File: src/common/list_cmd_consts.vh
// Purpose: Offsets, field positions, reset values and timing counts for the list service
//          and command/status register block.
// Assumes: Core clock of 10 MHz (100 ns period).
// Notes: Notes on behaviour are listed below.
// Notes on behaviour
// RULE_01: The two-bit ratio field gives one to four control descriptors per bulk descriptor.
// RULE_02: Before each nonperiodic pick the ratio is compared with the served count.
// RULE_03: The served control count keeps its value across frame boundaries.
// RULE_04: After any reset the driver rewrites the ratio field with its intended value.
// RULE_05: A command/status write sets bits written as one and leaves the others alone.
// RULE_06: A read of the command/status register returns the current value of every bit.
// RULE_07: Bits 17 and 16 of the command/status register hold the overrun frame counter.
// RULE_08: An overrun is flagged when the periodic list is unfinished at the end of frame; the code flags none during soft reset.
// RULE_09: Each overrun bumps the counter and sets the overrun flag at interrupt status bit 0; the code does neither during soft reset.
// RULE_10: Software writes reserved command/status bits as zero.
// RULE_11: The overrun counter starts at zero, wraps from three and counts even if flagged.
// RULE_12: A pending ownership request sets the ownership-changed flag, cleared at changeover.
// RULE_13: Soft reset suspends, resets operational state but not the root hub, ends in 10 us.
// RULE_14: The driver sets the filled flags; a list start clears and a found transfer sets them.
// RULE_15: Hardware reset clears the served control count so scheduling starts with control.
`ifndef LIST_CMD_CONSTS_VH
`define LIST_CMD_CONSTS_VH

`define HOST_CONTROL_OFFSET 8'h04
`define COMMAND_STATUS_OFFSET 8'h08

`define CTRL_RATIO_LSB 0
`define CTRL_RATIO_MSB 1
`define CTRL_FSTATE_LSB 6
`define CTRL_FSTATE_MSB 7

`define CMD_SOFT_RESET_BIT 0
`define CMD_CTRL_FILLED_BIT 1
`define CMD_BULK_FILLED_BIT 2
`define CMD_OWN_REQ_BIT 3
`define CMD_OVERRUN_LSB 16
`define CMD_OVERRUN_MSB 17

`define HOST_CONTROL_RESET 32'h00000000
`define COMMAND_STATUS_RESET 32'h00000000

`define FSTATE_RESET 2'h0
`define FSTATE_SUSPEND 2'h3

`define SOFT_RESET_MAX_NS 10000
`define CLK_PERIOD_NS 100
`define SOFT_RESET_CYCLES (`SOFT_RESET_MAX_NS / `CLK_PERIOD_NS)

`endif

File: src/rtl/list_ratio_select.v
// Purpose: Chooses control or bulk service from the ratio and the served count.
// Assumes: Count and ratio come from registers on the same clock.
// Notes: Purely combinational.
`timescale 1ns/10ps
`default_nettype none

module list_ratio_select
(
    // Inputs
    input wire [1:0] ratio_in,
    input wire [2:0] served_count_in,
    input wire ctrl_ready_in,
    input wire bulk_ready_in,
    // Outputs
    output reg pick_ctrl_out,
    output reg pick_bulk_out
);

    // A ratio code of n allows n+1 control descriptors before one bulk descriptor.
    always @*
    begin
        pick_ctrl_out = 1'b0;
        pick_bulk_out = 1'b0;
        if (ctrl_ready_in
            && (served_count_in <= {1'b0, ratio_in} || !bulk_ready_in)) // see RULE_01 RULE_02
        begin
            pick_ctrl_out = 1'b1;
        end
        else if (bulk_ready_in)
        begin
            pick_bulk_out = 1'b1;
        end
    end

endmodule
`default_nettype wire

File: src/rtl/list_service_command_status.v
// Purpose: Control register ratio field and write-to-set command/status register of a
//          full-speed host controller core, with nonperiodic list arbitration.
// Assumes: Register port is a simple same-clock strobe interface at the documented offsets.
// Notes: Other control fields and the interrupt status register live elsewhere.
`timescale 1ns/10ps
`default_nettype none
`include "list_cmd_consts.vh"

module list_service_command_status
#(
    parameter SOFT_RESET_CYCLES = `SOFT_RESET_CYCLES
)
(
    // Clock and reset
    input wire core_clk_in,
    input wire sys_rst_in,
    // Register port
    input wire reg_wr_in,
    input wire reg_rd_in,
    input wire [7:0] reg_addr_in,
    input wire [31:0] reg_wdata_in,
    output reg [31:0] reg_rdata_out,
    // Scheduler events
    input wire eof_in,
    input wire periodic_done_in,
    input wire nonperiodic_req_in,
    input wire ctrl_td_found_in,
    input wire bulk_td_found_in,
    input wire changeover_done_in,
    // Scheduler decisions
    output reg serve_ctrl_out,
    output reg serve_bulk_out,
    // Interrupt status set pulses
    output reg overrun_flag_set_out,
    output reg ownership_changed_flag_set_out,
    // Soft reset controls
    output reg soft_reset_active_out,
    output reg suspended_state_out
);

    reg [1:0] control_bulk_ratio_reg;
    reg [2:0] served_count_reg;
    reg [1:0] overrun_count_reg;
    reg controller_soft_reset_reg;
    reg control_list_filled_reg;
    reg bulk_list_filled_reg;
    reg ownership_change_request_reg;
    reg own_flag_sent_reg;
    reg periodic_done_reg;
    reg [15:0] soft_reset_count_reg;

    wire wr_cmd;
    wire wr_ctrl;
    wire pick_ctrl;
    wire pick_bulk;
    wire [31:0] command_status_value;
    wire [31:0] host_control_value;
    wire overrun_event;
    wire count_below_limit;

    assign wr_cmd = reg_wr_in && (reg_addr_in == `COMMAND_STATUS_OFFSET);
    assign wr_ctrl = reg_wr_in && (reg_addr_in == `HOST_CONTROL_OFFSET);
    assign overrun_event = eof_in && !periodic_done_reg; // see RULE_08
    assign count_below_limit = served_count_reg <= {1'b0, control_bulk_ratio_reg};

    // =====================================================================
    // Read values
    // =====================================================================
    assign command_status_value = {14'h0000, overrun_count_reg, 12'h000, // see RULE_07
        ownership_change_request_reg, bulk_list_filled_reg,
        control_list_filled_reg, controller_soft_reset_reg};
    assign host_control_value = {24'h000000,
        (suspended_state_out ? `FSTATE_SUSPEND : `FSTATE_RESET), 4'h0,
        control_bulk_ratio_reg};

    list_ratio_select list_ratio_select_inst
    (
        .ratio_in(control_bulk_ratio_reg),
        .served_count_in(served_count_reg),
        .ctrl_ready_in(control_list_filled_reg),
        .bulk_ready_in(bulk_list_filled_reg),
        .pick_ctrl_out(pick_ctrl),
        .pick_bulk_out(pick_bulk)
    );

    // =====================================================================
    // Register port
    // =====================================================================
    always @(posedge core_clk_in)
    begin
        if (sys_rst_in)
        begin
            reg_rdata_out <= `COMMAND_STATUS_RESET;
        end
        else if (reg_rd_in && reg_addr_in == `COMMAND_STATUS_OFFSET)
        begin
            reg_rdata_out <= command_status_value; // see RULE_06
        end
        else if (reg_rd_in && reg_addr_in == `HOST_CONTROL_OFFSET)
        begin
            reg_rdata_out <= host_control_value;
        end
        else
        begin
            reg_rdata_out <= 32'h00000000;
        end
    end

    // =====================================================================
    // Ratio field, served count and list arbitration
    // =====================================================================
    always @(posedge core_clk_in)
    begin
        if (sys_rst_in || soft_reset_active_out)
        begin
            control_bulk_ratio_reg <= 2'h0;
            served_count_reg <= 3'h0; // see RULE_15
            serve_ctrl_out <= 1'b0;
            serve_bulk_out <= 1'b0;
        end
        else
        begin
            if (wr_ctrl)
            begin
                control_bulk_ratio_reg <= reg_wdata_in[`CTRL_RATIO_MSB:`CTRL_RATIO_LSB];
            end
            serve_ctrl_out <= nonperiodic_req_in && pick_ctrl; // see RULE_02
            serve_bulk_out <= nonperiodic_req_in && pick_bulk;
            // The count is not touched by eof_in so it survives frame boundaries.
            // The count stops one past the ratio so control-only service cannot wrap it.
            if (nonperiodic_req_in && pick_ctrl && count_below_limit) // see RULE_03
            begin
                served_count_reg <= served_count_reg + 3'h1;
            end
            else if (nonperiodic_req_in && pick_bulk)
            begin
                served_count_reg <= 3'h0;
            end
        end
    end

    // =====================================================================
    // Command/status bits
    // =====================================================================
    always @(posedge core_clk_in)
    begin
        if (sys_rst_in)
        begin
            controller_soft_reset_reg <= 1'b0;
            control_list_filled_reg <= 1'b0;
            bulk_list_filled_reg <= 1'b0;
            ownership_change_request_reg <= 1'b0;
            own_flag_sent_reg <= 1'b0;
            overrun_count_reg <= 2'h0; // see RULE_11
            periodic_done_reg <= 1'b0;
            overrun_flag_set_out <= 1'b0;
            ownership_changed_flag_set_out <= 1'b0;
            soft_reset_count_reg <= 16'h0000;
            soft_reset_active_out <= 1'b0;
            suspended_state_out <= 1'b0;
        end
        else
        begin
            // Periodic completion is tracked per frame and rearmed at each end of frame.
            if (eof_in)
            begin
                periodic_done_reg <= 1'b0;
            end
            else if (periodic_done_in)
            begin
                periodic_done_reg <= 1'b1;
            end
            overrun_flag_set_out <= overrun_event && !soft_reset_active_out; // see RULE_09
            if (overrun_event && !soft_reset_active_out)
            begin
                overrun_count_reg <= overrun_count_reg + 2'h1; // see RULE_11
            end
            // Filled flags are cleared when a list is taken and set by a write or a found TD.
            if ((wr_cmd && reg_wdata_in[`CMD_CTRL_FILLED_BIT]) || ctrl_td_found_in) // see RULE_14
            begin
                control_list_filled_reg <= 1'b1;
            end
            else if (serve_ctrl_out || soft_reset_active_out)
            begin
                control_list_filled_reg <= 1'b0;
            end
            if ((wr_cmd && reg_wdata_in[`CMD_BULK_FILLED_BIT]) || bulk_td_found_in) // see RULE_14
            begin
                bulk_list_filled_reg <= 1'b1;
            end
            else if (serve_bulk_out || soft_reset_active_out)
            begin
                bulk_list_filled_reg <= 1'b0;
            end
            // Ownership request: flag once per request, cleared at changeover unless rewritten.
            ownership_changed_flag_set_out <= ownership_change_request_reg
                && !own_flag_sent_reg; // see RULE_12
            if (wr_cmd && reg_wdata_in[`CMD_OWN_REQ_BIT]) // see RULE_05
            begin
                ownership_change_request_reg <= 1'b1;
            end
            else if (changeover_done_in)
            begin
                ownership_change_request_reg <= 1'b0;
            end
            // Rearming at changeover lets a request rewritten in that cycle flag again.
            if (!ownership_change_request_reg || changeover_done_in)
            begin
                own_flag_sent_reg <= 1'b0;
            end
            else
            begin
                own_flag_sent_reg <= 1'b1;
            end
            // Soft reset: held for a fixed time, then the bit self-clears.
            if (wr_cmd && reg_wdata_in[`CMD_SOFT_RESET_BIT]) // see RULE_05
            begin
                controller_soft_reset_reg <= 1'b1;
            end
            else if (soft_reset_active_out && soft_reset_count_reg == 16'h0001) // see RULE_13
            begin
                controller_soft_reset_reg <= 1'b0;
            end
            if (controller_soft_reset_reg && !soft_reset_active_out)
            begin
                soft_reset_active_out <= 1'b1;
                suspended_state_out <= 1'b1; // see RULE_13
                soft_reset_count_reg <= SOFT_RESET_CYCLES[15:0] - 16'h0001;
            end
            else if (soft_reset_active_out)
            begin
                if (soft_reset_count_reg == 16'h0001)
                begin
                    soft_reset_active_out <= 1'b0;
                end
                soft_reset_count_reg <= soft_reset_count_reg - 16'h0001;
            end
        end
    end

endmodule
`default_nettype wire

File: config.mk
export PLATFORM = sky130hd
export DESIGN_NAME = list_service_command_status
export DESIGN_NICKNAME = d
export VERILOG_FILES = /design/src/rtl/list_ratio_select.v /design/src/rtl/list_service_command_status.v
export VERILOG_INCLUDE_DIRS = /design/src /design/src/common
export SDC_FILE = /design/constraint.sdc
export NUM_CORES = 1
export LEC_CHECK = 0
export ABC_CLOCK_PERIOD_IN_PS = 3000
export BUFFER_PORTS_ARGS = -buffer_cell sky130_fd_sc_hd__buf_2
export CAP_MARGIN = 20
export CORE_MARGIN = 3
export CORE_UTILIZATION = 46
export CTS_CLUSTER_DIAMETER = 100
export DETAILED_ROUTE_END_ITERATION = 12
export PLACE_DENSITY = 0.79
export SYNTH_ARGS = -nofsm -noshare
export SYNTH_HDL_FRONTEND = slang
export SYNTH_SLANG_ARGS = --single-unit
File: constraint.sdc
create_clock -name core_clk_in -period 3 [get_ports core_clk_in]
set_clock_uncertainty 0.05 [all_clocks]
set_input_delay 0.15 -clock core_clk_in [delete_from_list [all_inputs] [get_ports core_clk_in]]
set_output_delay 0.15 -clock core_clk_in [all_outputs]
set_load 0.01 [all_outputs]
# Word-level counts from Yosys, hierarchy flattened
# Cells that the tools add are included.
# totals
latchBits,0
input_bits,50
n_memories,0
elab_cells,89
register_bits,67
romBits,0
ram_bits,0
# classes
n_mul,0
n_addsub,3
bitwise_logic,1
n_shift,0
eq_ne,3
n_lt_le_gt_ge,1
reduce_logical,39
div_mod_pow,0
n_mux,22
# op_table
cell,n
$mux W18,1
$logic_and A1 B1 Y1,17
$eq A16 B1 Y1 const B,1
$sub A16 B1 Y16 const B,1
$mux W1,15
$mux W7,2
$reduce_bool A2 Y1,6
$eq A8 B3 Y1 const B,1
$eq A8 B4 Y1 const B,1
$mux W8,1
$logic_or A1 B1 Y1,7
$mux W3,2
$reduce_or A2 Y1,3
$logic_not A1 Y1,5
$add A3 B1 Y3 const B,1
$le A3 B2 Y1,1
$reduce_or A3 Y1,1
$add A2 B1 Y2 const B,1
$mux W2,1
$not A1 Y1,1

# Logic depth before layout (Yosys ltp)
# logic_depth
word_depth,7
depth_mapped,6
depth_no_buf,6

# Modules after synthesis
# A second synthesis with hierarchy kept.
# unflattened
hier_cells,231
area_unflattened_um2,2037.0
# modules_own_cells
module,instances,cells_each,area_each_um2,seq_area_each_um2
list_service_command_status,1,220,1960.6,840.8
list_ratio_select,1,11,76.3,0.0

# Least setup slack after synthesis
# Ideal clock, no wire load.
# synth_timing
path_kind,reg-to-reg
startpoint,reg soft_reset_active_out
endpoint,reg soft_reset_count_reg[11]
path_stages_with_launch,6
slack_ns,0.853
required_ns,2.880
arrival_time_ns,2.027
n_path_buf,1
path_cell_list,dfxtp_1 > or4b_4 > or4_1 > buf_2 > or4_1 > a21oi_1
# synth_between
elab_chain_cells,3
# synth_rtl
item,line,text
"start, declared",list_service_command_status.v:37,"output reg soft_reset_active_out,"
"start signal, assigned",list_service_command_status.v:159,soft_reset_active_out <= 1'b0;
"start signal, assigned",list_service_command_status.v:226,soft_reset_active_out <= 1'b1;
"start signal, assigned",list_service_command_status.v:234,soft_reset_active_out <= 1'b0;
$logic_not A1 Y1,list_service_command_status.v:224,if (controller_soft_reset_reg && !soft_reset_active_out)
$logic_and A1 B1 Y1,list_service_command_status.v:224,
$reduce_or A2 Y1 (no source line),-,
"end signal, assigned",list_service_command_status.v:228,soft_reset_count_reg <= SOFT_RESET_CYCLES[15:0] - 16'h0001;
"end signal, assigned",list_service_command_status.v:236,soft_reset_count_reg <= soft_reset_count_reg - 16'h0001;
"end, declared",list_service_command_status.v:50,reg [15:0] soft_reset_count_reg;
# Parallel ways exist; a longest one is shown, timed or not.
# A chain may end at the register's enable or synchronous reset.

# Worst setup path after layout
# layout_timing
startpoint,reg soft_reset_count_reg[0]
endpoint,reg soft_reset_count_reg[14]
# layout_between
elab_chain_cells,1
# layout_rtl
item,line
$sub A16 B1 Y16,list_service_command_status.v:236
# No other way between the ends.

==> metrics <==
status=finished clean; Root Buffer=clkbuf_8; Detail Route Antenna Nets=0; via count=1,491; Multi-input gate area=907 um^2; Unique masters post-synth=43; drt first pass iters=4; CTS tree=built; grt total ovfl=0; drt initial violations=87; M2 GR Usage=21.6%; Layout Area Growth over Synthesis=12.9%; Nets=305; Worst-path clk slew=80 ps; Startpoint Class=flop; vias in the first global route=1,332; full die area=4970 um^2; synthesized area per cell=8.95 um^2; fraction of layout cells with a size suffix above 1=19.2%; Post-Syn Area=1910 um^2; minimum clock period=2250 ps; Synth Warn #=0; worst vdd ir=0.334 mV; maximum fanout along the worst path=5; Chip Height=70.5 um; Max-slew headroom=51.8%; io pins=88; Top Usage Layer GRT=met2; hold crit path type=input port to flop; async set-reset flop share out of synthesis=0%; final wirelength=3430 um; setup TNS=0 ps; arrival time at the worst endpoint=2420 ps; Wirelength per Cell=11.5 um; GRT met1 Usage=19.4%; Skew-Pair Late Insertion Delay=290 ps; Reg area=841 um^2; Post-Syn Instances=214; CTS sink cnt=42; met3 Use GR=3.60%; row cnt=22; via/cell ratio=5.00; GRT Util Overall=14.4%; Seq/Total Area, Yosys=43.9%; Final setup viols=0; GPL Wtd Cong=0.772; Pins Over Slew Limit=0; Core Area=3830 um^2; Setup Buffers After CTS=0; Hold Vio Cnt, Final=0; Inserted Diodes=0; Top FF cell, synth=dfxtp_1; H-tree levels=2; crit path capture type=flop; FF+latch count, synth=42; fill count=355; f_max=445 MHz; Max-Cap Viols=0; Post-synth EDFFs=0; Tcrit/Tclk final=74.9%; post-layout util=56.5%; largest net degree at the start of global routing=20; Hold WS=37.3 ps; initial antenna violation count=0; Setup Crit Path Kind=flop to flop; first-pass GRT wire length=5790 um; placed wire-length estimate=2570 um; initial cell density of the core=50.0%; WP data required=3180 ps; Clock Path Buffers=2; PwrDens=507 nW/um^2; DRC=0; RSZ-0062 raised after global routing=false; most frequent cells in the layout=dfxtp_1, buf_2, nor2_1; Static Leakage=0.000947 uW; # port buffers=35; Die Wd=70.5 um; Num CTS Buffers=5; commonest non-fill, non-tap cell in the layout=dfxtp_1; max reg flops=16; actual slew at the worst max-slew pin=717 ps
==> metrics by stage <==
step / setup slack (ps) / total power, uW / instance area (um^2) / cells
after CTS: 753 / 1110 / 2160 / 298
after global routing: 587 / 1140 / 2160 / 298
after detailed placement: 776 / 659 / 2030 / 289
final: 752 / 1100 / 2160 / 298
after floorplan: 853 / 658 / 2000 / 237
after global placement: 808 / 657 / 2030 / 289
==> critical path, stage by stage (launching register included) <==
cell,delay [ps]
dfxtp_1,340
inv_1,80
ha_1,180
or4bb_1,580
or3_1,390
or4_1,410
a21oi_1,150
==> timing repair <==
action                    4_1_cts  5_1_grt
hold buffers                    2        0
resized for setup               0        0
hold endpoints to repair        2        0
==> cell usage after synthesis (2+ instances only) <==
library cell / instances / share of area [%]
nand4_1: 3 / 0.98
nor3_1: 5 / 1.3
nor3b_1: 2 / 0.78
o21ai_0: 3 / 0.78
nor2b_1: 5 / 1.6
nor4_1: 4 / 1.3
a311oi_1: 2 / 0.92
a211oi_1: 2 / 0.78
o31ai_1: 5 / 2.0
buf_4: 25 / 9.8
nand2_1: 6 / 1.2
or2_2: 2 / 0.65
xnor2_1: 4 / 1.8
and2_1: 4 / 1.3
o22ai_1: 3 / 0.98
xor2_1: 5 / 2.3
or3_1: 5 / 1.6
a31oi_1: 2 / 0.65
nor2_1: 27 / 5.3
or4_1: 5 / 2.0
nand2b_1: 2 / 0.65
clkbuf_1: 5 / 0.98
ha_1: 5 / 3.3
a21oi_1: 10 / 2.6
a22oi_1: 2 / 0.78
nand3_1: 3 / 0.78
inv_1: 10 / 2.0
nand3b_1: 2 / 0.78
dfxtp_1: 42 / 44
==> power breakdown <==
| group | total, uW | internal, uW | leakage, uW | switching [uW] |
|---|---|---|---|---|
| sequential | 575 | 566 | 0.000340 | 8.53 |
| clock | 448 | 266 | 0.0000573 | 182 |
| combinational | 73.1 | 28.5 | 0.000549 | 44.5 |
| total | 1100 | 861 | 0.000947 | 235 |
==> path summary, 6_finish.rpt <==
path	from	endpoint	slack (ps)	cells past startpoint
hold / removal	reg_wdata_in[3]	ownership_change_request_reg	40	3
setup / recovery	soft_reset_count_reg[0]	soft_reset_count_reg[14]	750	6
hold reg to reg	own_flag_sent_reg	ownership_changed_flag_set_out	340	1
setup reg to reg	soft_reset_count_reg[0]	soft_reset_count_reg[14]	750	6
==> layout make-up <==
class	count	area share (%)
tap	48	2.78
multi-input combinational	153	42.0
timing repair buffer	38	9.38
sequential	42	38.9
clock buffer	6	3.82
inverter	10	1.74
clock inverter	1	1.39
==> metal layers <==
| metal | routed length (um) | part of all wire, % | up-vias |
|---|---|---|---|
| li1 | - | - | 766 |
| met1 | 1610 | 47 | 664 |
| met2 | 1490 | 44 | 55 |
| met3 | 253 | 7.4 | 6 |
| met4 | 70 | 2.0 | 0 |
| met5 | 0 | 0 | - |
==> logic make-up after synthesis <==
logic type,Yosys count,share of synthesized area [%]
DFF,42,43.9
muxes,1,0.588
buffers and inverters,42,13.2
xor gates and xnor gates,9,4.12
AOI/OAI and AO/OA,34,11.8
and+or+nand+nor,80,22.9
adders and majority gates,5,3.27
other,1,0.196
Power figures use the tool's default switching activity.
